File: src/irq_standby_pkg.sv
// shared types and constants for the interrupt, standby and serial block
// Functional notes
// - on each serial clock falling edge, drive shift register bit 7 onto serial out.
// - on following rising edge, shift toward MSB and capture serial in into LSB.
// - 3-bit counter counts clocks; every eighth raises serial done, sets shared flag.
// - timer vector 10H priority 1, shared 20H priority 2, ext one 30H priority 3.
// - shift mode selects serial done or shared pin as shared source; same vector.
// - three enable bits: timer, shared, ext one; 1 passes request, 0 blocks.
// - master gate clears automatically whenever an interrupt is accepted.
// - gate open sets master gate, gate close clears it; enable field untouched.
// - stop and halt standby modes, each entered by its own instruction.
// - in standby execution stops, state retained; serial and timer keep running.
// - standby exits on reset or on an interrupt request; ext one releases halt but not stop.
// - stop or halt has no effect while any request flag is set.
// - stop halts rc clock output; halt keeps it; both stop cpu clock.
// - stop released by timer or shared source; halt also by ext one.
// - reset clears request flags, master gate, enable field, pending interrupt.
// - reset clears shift mode bits, stops shifting, selects serial done source.
package irq_standby_pkg;
    localparam int          SHIFT_W      = 8;
    localparam int          MODE_W       = 4;
    localparam logic [2:0]  BIT_CNT_LAST = 3'h7;
    localparam logic [7:0]  VEC_TIMER    = 8'h10;
    localparam logic [7:0]  VEC_SHARED   = 8'h20;
    localparam logic [7:0]  VEC_EXT_ONE  = 8'h30;
    localparam logic [7:0]  VEC_NONE     = 8'h00;
    // shift mode bit positions: bit 3 enables shifting, bit 0 picks pin as shared source
    localparam int          SM_RUN_BIT   = 3;
    localparam int          SM_PIN_BIT   = 0;
    localparam logic [3:0]  SM_RESET     = 4'h0;
    localparam logic [2:0]  IE_RESET     = 3'h0;
    // enable / flag bit positions
    localparam int          SRC_TIMER    = 0;
    localparam int          SRC_SHARED   = 1;
    localparam int          SRC_EXT_ONE  = 2;

    typedef enum logic [1:0] {RUN, STOP, HALT} power_t;

    typedef struct packed {
        logic       valid;
        logic [7:0] vector;
    } irq_ack_t;

    typedef struct packed {
        logic       valid;
        logic [7:0] data;
    } byte_t;
endpackage

File: src/irq_standby_serial_unit.sv
// interrupt controller, standby control and 8-bit clocked serial shifter
`timescale 1ns/100ps
module irq_standby_serial_unit
    import irq_standby_pkg::*;
(
    input  wire logic                     clk,
    input  wire logic                     nrst,
    input  wire logic                     serialClkN,
    input  wire logic                     serialIn,
    output logic                          serialOut,
    input  wire logic                     timerMatch,
    input  wire logic                     sharedPinZero,
    input  wire logic                     extIrqOne,
    input  wire logic [3:0]               shiftModeWr,
    input  wire logic                     shiftModeWe,
    input  wire logic [2:0]               enableWr,
    input  wire logic                     enableWe,
    input  wire logic                     gateOpenOp,
    input  wire logic                     gateCloseOp,
    input  wire logic                     skipOnFlagOp,
    input  wire logic [1:0]               skipSel,
    input  wire logic                     stopOp,
    input  wire logic                     haltOp,
    input  wire logic                     cpuReady,
    input  wire logic                     rcClockIn,
    input  wire logic                     rxReady,
    output irq_standby_pkg::irq_ack_t     irqAck,
    output irq_standby_pkg::byte_t        rxByte,
    output logic [2:0]                    requestFlags,
    output logic                          masterIrqGate,
    output logic [2:0]                    sourceEnableField,
    output logic [3:0]                    shiftModeBits,
    output logic                          skipTaken,
    output logic                          cpuClockEn,
    output logic                          rcClockOut,
    output logic                          standbyStop,
    output logic                          standbyHalt
);
    import irq_standby_pkg::*;

    // two-flop synchronisers for the serial and event pins; only stage two is read
    logic [4:0] syncA_q, syncB_q;
    always_ff @(posedge clk or negedge nrst)
        if (!nrst)
        begin
            // serial clock and data idle high, event pins idle low: no false edge after reset
            syncA_q <= 5'h18;
            syncB_q <= 5'h18;
        end
        else
        begin
            syncA_q <= {serialClkN, serialIn, timerMatch, sharedPinZero, extIrqOne};
            syncB_q <= syncA_q;
        end
    logic sckS, siS, tmS, p0S, e1S;
    assign {sckS, siS, tmS, p0S, e1S} = syncB_q;

    // edge detectors on synchronised levels
    logic sckOld_q, tmOld_q, p0Old_q, e1Old_q;
    logic sckFall, sckRise, tmEv, p0Ev, e1Ev;
    always_ff @(posedge clk or negedge nrst)
        if (!nrst)
        begin
            sckOld_q <= 1'b1;
            tmOld_q  <= 1'b0;
            p0Old_q  <= 1'b0;
            e1Old_q  <= 1'b0;
        end
        else
        begin
            sckOld_q <= sckS;
            tmOld_q  <= tmS;
            p0Old_q  <= p0S;
            e1Old_q  <= e1S;
        end
    assign sckFall = sckOld_q & ~sckS;
    assign sckRise = ~sckOld_q & sckS;
    assign tmEv    = tmS & ~tmOld_q;
    assign p0Ev    = p0S & ~p0Old_q;  // rising edge of shared pin
    assign e1Ev    = e1S & ~e1Old_q;

    // serial shifter state
    logic [7:0] shift_q, shift_d;
    logic [2:0] bitCnt_q, bitCnt_d;
    logic [3:0] mode_q, mode_d;
    logic       so_q, so_d;
    logic       byteDone;
    logic       shiftRun;
    assign shiftRun = mode_q[SM_RUN_BIT];

    always_comb
    begin
        shift_d  = shift_q;
        bitCnt_d = bitCnt_q;
        so_d     = so_q;
        byteDone = 1'b0;
        mode_d   = shiftModeWe ? shiftModeWr : mode_q;
        // shifter runs in standby too; only the mode bits gate it
        if (shiftRun && sckFall)
            so_d = shift_q[SHIFT_W-1];
        if (shiftRun && sckRise)
        begin
            shift_d  = {shift_q[SHIFT_W-2:0], siS};
            bitCnt_d = bitCnt_q + 3'h1;
            byteDone = (bitCnt_q == BIT_CNT_LAST);
        end
        if (!shiftRun)
            bitCnt_d = 3'h0;
    end

    always_ff @(posedge clk or negedge nrst)
        if (!nrst)
        begin
            shift_q  <= 8'h00;
            bitCnt_q <= 3'h0;
            so_q     <= 1'b1;
            mode_q   <= SM_RESET;
        end
        else
        begin
            shift_q  <= shift_d;
            bitCnt_q <= bitCnt_d;
            so_q     <= so_d;
            mode_q   <= mode_d;
        end

    // two-entry receive buffer so a stalled reader loses no completed byte until both entries are full
    logic [7:0] buf_q [2], buf_d [2];
    logic [1:0] bufCnt_q, bufCnt_d;
    logic       bufReady;
    logic       pop;
    assign bufReady = (bufCnt_q != 2'h2);
    assign pop      = (bufCnt_q != 2'h0) && rxReady;
    always_comb
    begin
        buf_d    = buf_q;
        bufCnt_d = bufCnt_q;
        if (pop)
        begin
            buf_d[0] = buf_q[1];
            bufCnt_d = bufCnt_d - 2'h1;
        end
        // a byte arriving with the buffer full is dropped unless a pop frees an entry in the same cycle
        if (byteDone && (bufReady || pop))
        begin
            buf_d[bufCnt_d[0]] = shift_d;
            bufCnt_d = bufCnt_d + 2'h1;
        end
    end
    always_ff @(posedge clk or negedge nrst)
        if (!nrst)
        begin
            buf_q[0] <= 8'h00;
            buf_q[1] <= 8'h00;
            bufCnt_q <= 2'h0;
        end
        else
        begin
            buf_q    <= buf_d;
            bufCnt_q <= bufCnt_d;
        end

    // interrupt controller state
    logic [2:0] rqf_q, rqf_d;
    logic [2:0] ie_q, ie_d;
    logic       ime_q, ime_d;
    logic       ackV_q, ackV_d;
    logic [7:0] ackVec_q, ackVec_d;
    logic       skip_q, skip_d;
    logic [2:0] events, live, clr;
    logic       sharedEv;

    always_comb
    begin
        // pin or serial done feeds the shared source, same vector either way
        sharedEv = mode_q[SM_PIN_BIT] ? p0Ev : byteDone;
        events   = 3'h0;
        events[SRC_TIMER]   = tmEv;
        events[SRC_SHARED]  = sharedEv;
        events[SRC_EXT_ONE] = e1Ev;
        live     = rqf_q & ie_q;
        clr      = 3'h0;
        ackV_d   = 1'b0;
        ackVec_d = VEC_NONE;
        ime_d    = ime_q;
        ie_d     = enableWe ? enableWr : ie_q;
        skip_d   = 1'b0;
        if (gateOpenOp)
            ime_d = 1'b1;
        if (gateCloseOp)
            ime_d = 1'b0;
        // fixed priority: timer, then shared, then ext one
        if (ime_q && cpuReady && (live != 3'h0))
        begin
            ackV_d = 1'b1;
            ime_d  = 1'b0;
            if (live[SRC_TIMER])
            begin
                ackVec_d = VEC_TIMER;
                clr[SRC_TIMER] = 1'b1;
            end
            else if (live[SRC_SHARED])
            begin
                ackVec_d = VEC_SHARED;
                clr[SRC_SHARED] = 1'b1;
            end
            else
            begin
                ackVec_d = VEC_EXT_ONE;
                clr[SRC_EXT_ONE] = 1'b1;
            end
        end
        if (skipOnFlagOp && skipSel != 2'h3)
        begin
            skip_d = rqf_q[skipSel];
            clr[skipSel] = 1'b1;
        end
        // a new event in the clearing cycle wins over the clear
        rqf_d = (rqf_q & ~clr) | events;
    end

    always_ff @(posedge clk or negedge nrst)
        if (!nrst)
        begin
            rqf_q    <= 3'h0;
            ie_q     <= IE_RESET;
            ime_q    <= 1'b0;
            ackV_q   <= 1'b0;
            ackVec_q <= VEC_NONE;
            skip_q   <= 1'b0;
        end
        else
        begin
            rqf_q    <= rqf_d;
            ie_q     <= ie_d;
            ime_q    <= ime_d;
            ackV_q   <= ackV_d;
            ackVec_q <= ackVec_d;
            skip_q   <= skip_d;
        end

    // standby control
    power_t pwr_q, pwr_d;
    logic   rcOut_q, rcOut_d;
    logic   cpuEn_q, cpuEn_d;
    logic   cpuDiv_q, cpuDiv_d;
    always_comb
    begin
        pwr_d = pwr_q;
        case (pwr_q)
            RUN:
                if (rqf_q == 3'h0)
                begin
                    if (stopOp)
                        pwr_d = STOP;
                    else if (haltOp)
                        pwr_d = HALT;
                end
            STOP:
                if (rqf_q[SRC_TIMER] || rqf_q[SRC_SHARED])
                    pwr_d = RUN;
            HALT:
                if (rqf_q != 3'h0)
                    pwr_d = RUN;
            default:
                pwr_d = RUN;
        endcase
        // half-rate cpu clock enable pulses only while running
        cpuDiv_d = (pwr_q == RUN) ? ~cpuDiv_q : cpuDiv_q;
        cpuEn_d  = (pwr_q == RUN) && cpuDiv_q;
        rcOut_d  = (pwr_q == STOP) ? 1'b0 : rcClockIn;
    end
    always_ff @(posedge clk or negedge nrst)
        if (!nrst)
        begin
            pwr_q    <= RUN;
            rcOut_q  <= 1'b0;
            cpuEn_q  <= 1'b0;
            cpuDiv_q <= 1'b0;
        end
        else
        begin
            pwr_q    <= pwr_d;
            rcOut_q  <= rcOut_d;
            cpuEn_q  <= cpuEn_d;
            cpuDiv_q <= cpuDiv_d;
        end

    // outputs, all from flip-flops
    assign serialOut         = so_q;
    assign irqAck.valid      = ackV_q;
    assign irqAck.vector     = ackVec_q;
    assign rxByte.valid      = (bufCnt_q != 2'h0);
    assign rxByte.data       = buf_q[0];
    assign requestFlags      = rqf_q;
    assign masterIrqGate     = ime_q;
    assign sourceEnableField = ie_q;
    assign shiftModeBits     = mode_q;
    assign skipTaken         = skip_q;
    assign cpuClockEn        = cpuEn_q;
    assign rcClockOut        = rcOut_q;
    assign standbyStop       = (pwr_q == STOP);
    assign standbyHalt       = (pwr_q == HALT);
endmodule

File: config.mk
export PLATFORM = sky130hd
export DESIGN_NAME = irq_standby_serial_unit
export DESIGN_NICKNAME = d
export VERILOG_FILES = /design/src/irq_standby_pkg.sv /design/src/irq_standby_serial_unit.sv
export SDC_FILE = /design/constraint.sdc
export NUM_CORES = 1
export LEC_CHECK = 0
export ABC_AREA = 1
export CAP_MARGIN = 10
export CORE_MARGIN = 2
export CORE_UTILIZATION = 60
export DETAILED_ROUTE_END_ITERATION = 10
export DONT_BUFFER_PORTS = 1
export GPL_ROUTABILITY_DRIVEN = 0
export PLACE_DENSITY = 0.87
export SETUP_SLACK_MARGIN = 0.02
export SLEW_MARGIN = 5
export SYNTH_ARGS = -nofsm -noshare
export SYNTH_HDL_FRONTEND = slang
export SYNTH_SLANG_ARGS = --single-unit
File: constraint.sdc
create_clock -name clk -period 3.66 [get_ports clk]
set_clock_uncertainty 0.05 [all_clocks]
set_input_delay 0.549 -clock clk [delete_from_list [all_inputs] [get_ports clk]]
set_output_delay 0.549 -clock clk [all_outputs]
set_load 0.02 [all_outputs]
[Yosys cells after proc, flatten, opt, wreduce, memory -nomap -nowiden]
Cells that the tools add are included.
Storage, ports and cells
  bits in latches: 0
  memory bits (writable): 0
  bits in read-only memories: 0
  word-level logic and storage cells: 113
  bits of input ports: 26
  memories kept: 0
  flip-flop bits (word level): 70
  output and inout bits: 35
Operators by class
  multiply operators: 0
  order comparisons: 4
  shift operators: 0
  multiplexer cells: 37
  div/mod/pow operators: 0
  reductions and logical operators: 19
  bitwise gates (word level): 17
  equality and inequality tests: 10
  $add $sub $neg: 3
Operator list (count)
  2-to-1 mux 8 bit: 3
  bitwise mux 16 bit: 1
  2-to-1 mux 16 bit: 1
  2-to-1 mux 2 bit: 8
  2-to-1 mux 1 bit: 13
  2-to-1 mux 3 bit: 4
  2-to-1 mux 6 bit: 2
  logical AND 1 bit: 10
  nonzero test 3 bit: 3
  demux 8 bit (select 1 bit): 1
  bitwise AND 3 bit: 2
  != test 2 x 1 -> 1 bit, second input constant: 3
  != test 2 bit, second input constant: 3
  NOT 1 bit: 6
  OR 3 bit: 2
  case mux 2 bit (3 select lines): 1
  bitwise AND 1 bit: 5
  2-to-1 mux 5 bit: 1
  AND reduction 4 bit: 1
  adder 3 x 1 -> 3 bit, second input constant: 1
  equality test 3 bit, second input constant: 1
  zero test 3 bit: 1
  < comparator 2 x 3 -> 1 bit, second input constant: 1
  != test 3 bit, second input constant: 1
  other kinds (14): 15

[Logic depth before layout (Yosys ltp)]
Gate-level depths: netlist of the first run.
  word-level depth: 10
  gate-level depth with buffers: 12
  gate-level depth less buffers: 10

[Worst setup path after synthesis of the first run]
OpenSTA, ideal clock, no wires.
  path type: flip-flop to flip-flop
  from: register bufCnt_q[0]
  to: register (tool-made name)
  setup time: 82 ps
  cell stages (with the launch flop): 13
  slack: 1578 ps
  path buffers: 2
  clock period less this slack: 2082 ps
  data required time: 3528 ps
  arrival time: 1950 ps
  cells stage by stage: dfrtp_1 > inv_1 > ha_1 > inv_2 > nand2_2 > nand2_1 > inv_1 > nor2_4 > ha_1 > clkbuf_1 > buf_2 > nor2_1 > a31oi_1
RTL lines
  start: declaration: RTL line irq_standby_serial_unit.sv:129  | logic [1:0] bufCnt_q, bufCnt_d;
  start signal: assignment: RTL line irq_standby_serial_unit.sv:160  | bufCnt_q <= bufCnt_d;

==> results of run 1 <==
[metrics by stage]
step / std cells / util / setup slack [ps] / total power [mW]
after floorplan: 314 / - / 1580 / 1.13
after global placement: 348 / 0.598 / 1460 / 1.17
after detailed placement: 348 / 0.598 / 1310 / 1.18
after CTS: 366 / 0.649 / 1280 / 1.81
after global routing: 366 / 0.649 / 1040 / 1.89
final: 366 / 0.649 / 1290 / 1.79
[critical path, delay by kind of cell, from the launching register on]
family / cells / cell delay [ps]
compound gates: 1 / 160
fa+ha+maj: 2 / 740
buf+inv: 3 / 330
flops: 1 / 370
simple gates: 4 / 640
[area by class of cell]
class | count | area share
multi-input cells | 199 | 0.323
clock buffers | 13 | 0.0529
flip-flops and latches | 64 | 0.536
repair buffers | 3 | 0.0150
clock inverters | 3 | 0.0133
well taps | 54 | 0.0225
inverters | 30 | 0.0375
[cell usage after synthesis, types with 3 or more instances]
master	number
ha_1	5
a31oi_1	9
nand3_1	20
mux2_2	3
nor2_1	27
buf_4	16
nand4_1	9
o21ai_0	11
dfstp_2	6
nand2_1	95
dfrtp_1	58
buf_6	3
inv_1	29
[per-layer routing]
metal,vias up,global-route usage,routed length [um],share of wire
met5,-,0,0,0
met4,0,0.111,102,0.021
met3,10,0.0525,367,0.075
met2,82,0.340,2320,0.47
met1,871,0.284,2130,0.43
li1,966,-,-,-
[worst min path at each step]
| stage | startpoint | to | slack (ps) | cells past startpoint |
|---|---|---|---|---|
| after global routing | nrst | sourceEnableField[0] | 50 | 1 |
| final | nrst | masterIrqGate | 30 | 1 |
| after CTS | nrst | ackVec_q[5] | 30 | 1 |
| after floorplan | nrst | asynchronous set/reset pin | 200 | 0 |
| after global placement | nrst | sourceEnableField[1] | 200 | 0 |
| after detailed placement | nrst | masterIrqGate | 200 | 0 |
[power by group through the flow]
stage               clock network [mW]  registers (mW)  logic [mW]
floorplan                            0           0.877       0.256
global placement                     0           0.886       0.284
detailed placement                   0           0.891       0.292
CTS                              0.616           0.877       0.312
global route                     0.647           0.887       0.359
finish                           0.606           0.878       0.309
[cell families after synthesis]
logic type	Yosys count	share of synthesized area
compound gates	26	0.0525
simple gates	159	0.248
flops	64	0.567
buf+inv	51	0.0970
other cells	1	0.00132
mux	3	0.0119
fa+ha+maj	5	0.0221
==> out/qor.yml, run 1 <==
status: "finished, final reports clean"
crit_start: "bufCnt_q[0]"
ys_warn_count: 0
final-seq-area_um2: 1610
io_pins: 61
cts_resized: 0
ff2ff_path_depth: 10
p_clk_frac: 0.338
grt_pass1_vias: 1914
cap_violations: 0
p_switching_mw: 0.565
place_area_um2: 2770
synthTopCellsByArea: "dfrtp_1, nand2_1, dfstp_2"
yosysUniqueCellTypes: 27
p_int_mw: 1.23
rows: 25
multi_input_area_um2: 971
worst_hold_slack_ps: 33.2
yosys.area.top_type: "dfrtp_1"
critical_path_class: "register to register"
p_comb_frac: 0.172
crit_chain: "inv_1, ha_1, inv_2, nand2_2, nand2_1, inv_1, nor2_4, ha_1, nor2_1, a31oi_1"
critical_path_required_ps: 3860
finalNetCount: 338
finalSetupViolations: 0
ys_ff_latch: 64
cts_root_buf: "clkbuf_8"
setup_tns_ps: 0
timing.slew.headroom: 0.660
synth_top_area_frac: 0.512
critPathMaxFanout: 16
synth_ff_type: "dfrtp_1"
area_delta_synth_final_pct: 5.91
grt_antenna_before_repair: 0
htreeDepth: 3
syn_area_um2: 2840
chipHeight_um: 72.8
cp_slowest_cell: "ha_1"
slew_viol_final: 0
cts_setup_buffers: 0
rrSetupSlack_ps: 1290
worstMarginPinSlew_ps: 508
seq_area_frac_synth: 0.567
finalInstanceArea_um2: 3000
drtIter0Drc: 143
cts_tree: "built"
wirelength_um: 4920
die-area_um2: 5290
p_leak_nw: 1.59
viasPerCell: 5.27
cts_sinks: 64
rsz0062_at_grt: "no"
grt_max_degree: 60
power_density_nw_per_um2: 597
hold_viol: 0
core_area_um2: 4630
clk_latency_ps: 330
avgRoutedWirePerCell_um: 13.4
antenna_left: 0
dr_total_vias: 1929
numCtsBuffers: 9
post-route-min-period_ps: 2370
cts_hold_buf: 2
final_cell_mix: "nand2_1, dfrtp_1, inv_1"
grt_pass1_wl_um: 8710
clk_pin_slew_ps: 70
cp.arrival_ps: 2570
post-route-period-util: 0.648
synth_cells: 309
fmax_mhz: 422
cp-end-kind: "register"
fp.dieW_um: 72.8
drtPass1Iterations: 6
overflow: 0
min_path_type: "input pin to asynchronous set/reset pin"
portBuffers: 0
clk_path_buf_depth: 2
drc: 0
initial_utilization: 0.613
synth_edf_count: 0
ir_drop_mv: 0.363
diodes: 0
seqPwrFrac: 0.489
syn-mean-instance-area_um2: 9.18
layout.cells.most_common: "nand2_1"
regToRegStartpoint: "bufCnt_q[0]"
grt_usage: 0.217
dp_hpwl_um: 3310
slowest_delay_ps: 500
async_flop_share: 1.00
startpoint_type: "register"
drive_gt1_frac: 0.112
sw_frac_of_total: 0.315
fill_cells: 364
Note: power is estimated with default switching activity, not from simulation.
==> run 2, diff against run 1 <==
ABC_AREA = 0   (was 1)
clock period = 2.3 ns   (was 3.66 ns; I/O delays follow)
==> out/qor.yml, run 2 <==
ir_drop_mv: 0.616  # +70%
final_cells: 307  # -16%
yosysUniqueCellTypes: 45  # +67%
crit_start: "bitCnt_q[0]"
finalNetCount: 279  # -17%
startpoint_type: "register"
fill_cells: 312  # -14%
synth_top_area_frac: 0.504  # -0.00734
initial_utilization: 0.617  # +0.00475
min_delay_path_depth: 1
worst_hold_slack_ps: 25.3  # -7.89 ps
ff2ff_path_depth: 6  # -4
cts_hold_buf: 7  # +5
place_area_um2: 2850  # +3.0%
clk_pin_slew_ps: 70  # about the same
clk_path_buf_depth: 2  # unchanged
post-place-ws_ps: 207  # -1100 ps
busiest_layer: "met2"
synth_cells: 242  # -22%
cap_violations: 0  # unchanged
grt_pass1_vias: 1901  # -0.68%
dp_hpwl_um: 3630  # +9.8%
cp.arrival_ps: 2310  # -260 ps
chipHeight_um: 73.3  # +0.69%
async_flop_share: 1.00  # unchanged
synth_edf_count: 0  # unchanged
post-route-period-util: 0.928  # +0.280
numCtsBuffers: 9  # unchanged
yosys.area.top_type: "dfrtp_1"
die-area_um2: 5370  # +1.4%
synthTopCellsByArea: "dfrtp_1, mux2_2, dfstp_2"
final_util: 0.677  # +0.0281
worstHoldStart: "gateCloseOp"
portBuffers: 0  # unchanged
power.total_mw: 3.27  # +83%
core_area_um2: 4660  # +0.68%
post-place-cells: 284  # -18%
area_delta_synth_final_pct: 9.65
critPathMaxFanout: 8  # -8
critical_path_required_ps: 2480  # -1380 ps
htreeDepth: 3  # unchanged
clk_latency_ps: 340  # about the same
fp.dieW_um: 73.3  # +0.69%
seq_area_frac_synth: 0.559  # -0.00814
grt_max_degree: 65  # +8.3%
yosys-top-cells-count: "dfrtp_1, mux2_2, nand2_1"
gr-usage-met3: 0.0850  # +0.0326
syn-mean-instance-area_um2: 11.9  # +30%
drtPass1Iterations: 4  # -2
cts_root_buf: "clkbuf_8"
cts_resized: 0  # unchanged
synth.most_common_cell: "dfrtp_1"
fmax_mhz: 469  # +11%
cts_tree: "built"
p_leak_nw: 1.40  # -12%
cts_setup_buffers: 0  # unchanged
met2_usage: 0.366  # +0.0260
regToRegStartpoint: "bitCnt_q[0]"
rsz0062_at_grt: "no"
slew_viol_final: 0  # unchanged
critical_path_class: "register to register"
io_pins: 61  # unchanged
layout.cells.most_common: "dfrtp_1"
grt_antenna_before_repair: 0  # unchanged
finalInstanceArea_um2: 3160  # +5.0%
drive_gt1_frac: 0.229  # +0.117
ys_ff_latch: 64  # unchanged
min_path_type: "input pin to register"
multi_input_area_um2: 1100  # +13%
ys_warn_count: 0  # unchanged
overflow: 0  # unchanged
power_density_nw_per_um2: 1040  # +74%
setup_tns_ps: 0  # unchanged
status: "finished, final reports clean"
syn_area_um2: 2880  # +1.5%
hold_viol: 0  # unchanged
avgRoutedWirePerCell_um: 18.6  # +38%
drtIter0Drc: 231  # +62%
antenna_left: 0  # unchanged
grt_usage: 0.238  # +0.0211
grt_use_met1: 0.312  # +0.0279
final_cell_mix: "dfrtp_1, mux2_2, nand2_1"
finalSetupViolations: 0  # unchanged
cts_sinks: 64  # unchanged
viasPerCell: 6.15  # +17%
setup_slack_ps: 167  # -1120 ps
synth_ff_type: "dfrtp_1"
drc: 0  # unchanged
rows: 25  # unchanged
dr_total_vias: 1887  # -2.2%
grt_pass1_wl_um: 9310  # +6.9%
wirelength_um: 5710  # +16%
diodes: 0  # unchanged
post-route-min-period_ps: 2130  # -238 ps
final-seq-area_um2: 1610  # unchanged
cp-end-kind: "register"
-- run 2: critical path, cell delays in order (launching register included) --
cell and delay [ps]:
dfrtp_1 370, ha_1 160, ha_1 150, nand4b_1 220, a21oi_1 210, ha_1 450
mux2_2 400
-- run 2: cell families after synthesis --
family / count (synthesis) / share of synthesized area
flip-flops: 64 / 0.559
XOR/XNOR: 3 / 0.00913
AND/OR/NAND/NOR: 62 / 0.119
AO/OA/AOI/OAI: 48 / 0.119
adder cells (fa/ha/maj): 5 / 0.0217
multiplexers: 27 / 0.104
buffers and inverters: 32 / 0.0665
other: 1 / 0.00130
-- run 2: worst paths after layout --
| path | endpoint | slack (ps) |
|---|---|---|
| min reg2reg | syncB_q[0] | 300 |
| min in group asynchronous | ackV_q | 480 |
| max | register | 170 |
| min | masterIrqGate | 30 |
| max in group asynchronous | syncB_q[3] | 1410 |
| max reg2reg | register | 170 |
-- run 2: area by class of cell --
cell class | instances | share of cell area
Timing Repair Buffer | 13 | 0.0420
Sequential cell | 64 | 0.510
Clock buffer | 12 | 0.0523
Tap cell | 54 | 0.0214
Inverter | 9 | 0.0107
Clock inverter | 4 | 0.0163
Multi-Input combinational cell | 151 | 0.347
-- run 2: power breakdown --
group          leakage [nW]  internal, mW  switching (mW)
clock network         0.109         0.589           0.424
logic                 0.493         0.330           0.439
registers             0.802          1.28           0.207
total                  1.40          2.20            1.07
-- run 2: metal layers --
metal | share of wire | up-vias | wire, um
li1 | - | 854 | -
met1 | 0.40 | 957 | 2300
met2 | 0.52 | 68 | 2950
met3 | 0.066 | 8 | 375
met4 | 0.013 | 0 | 72
met5 | 0 | - | 0
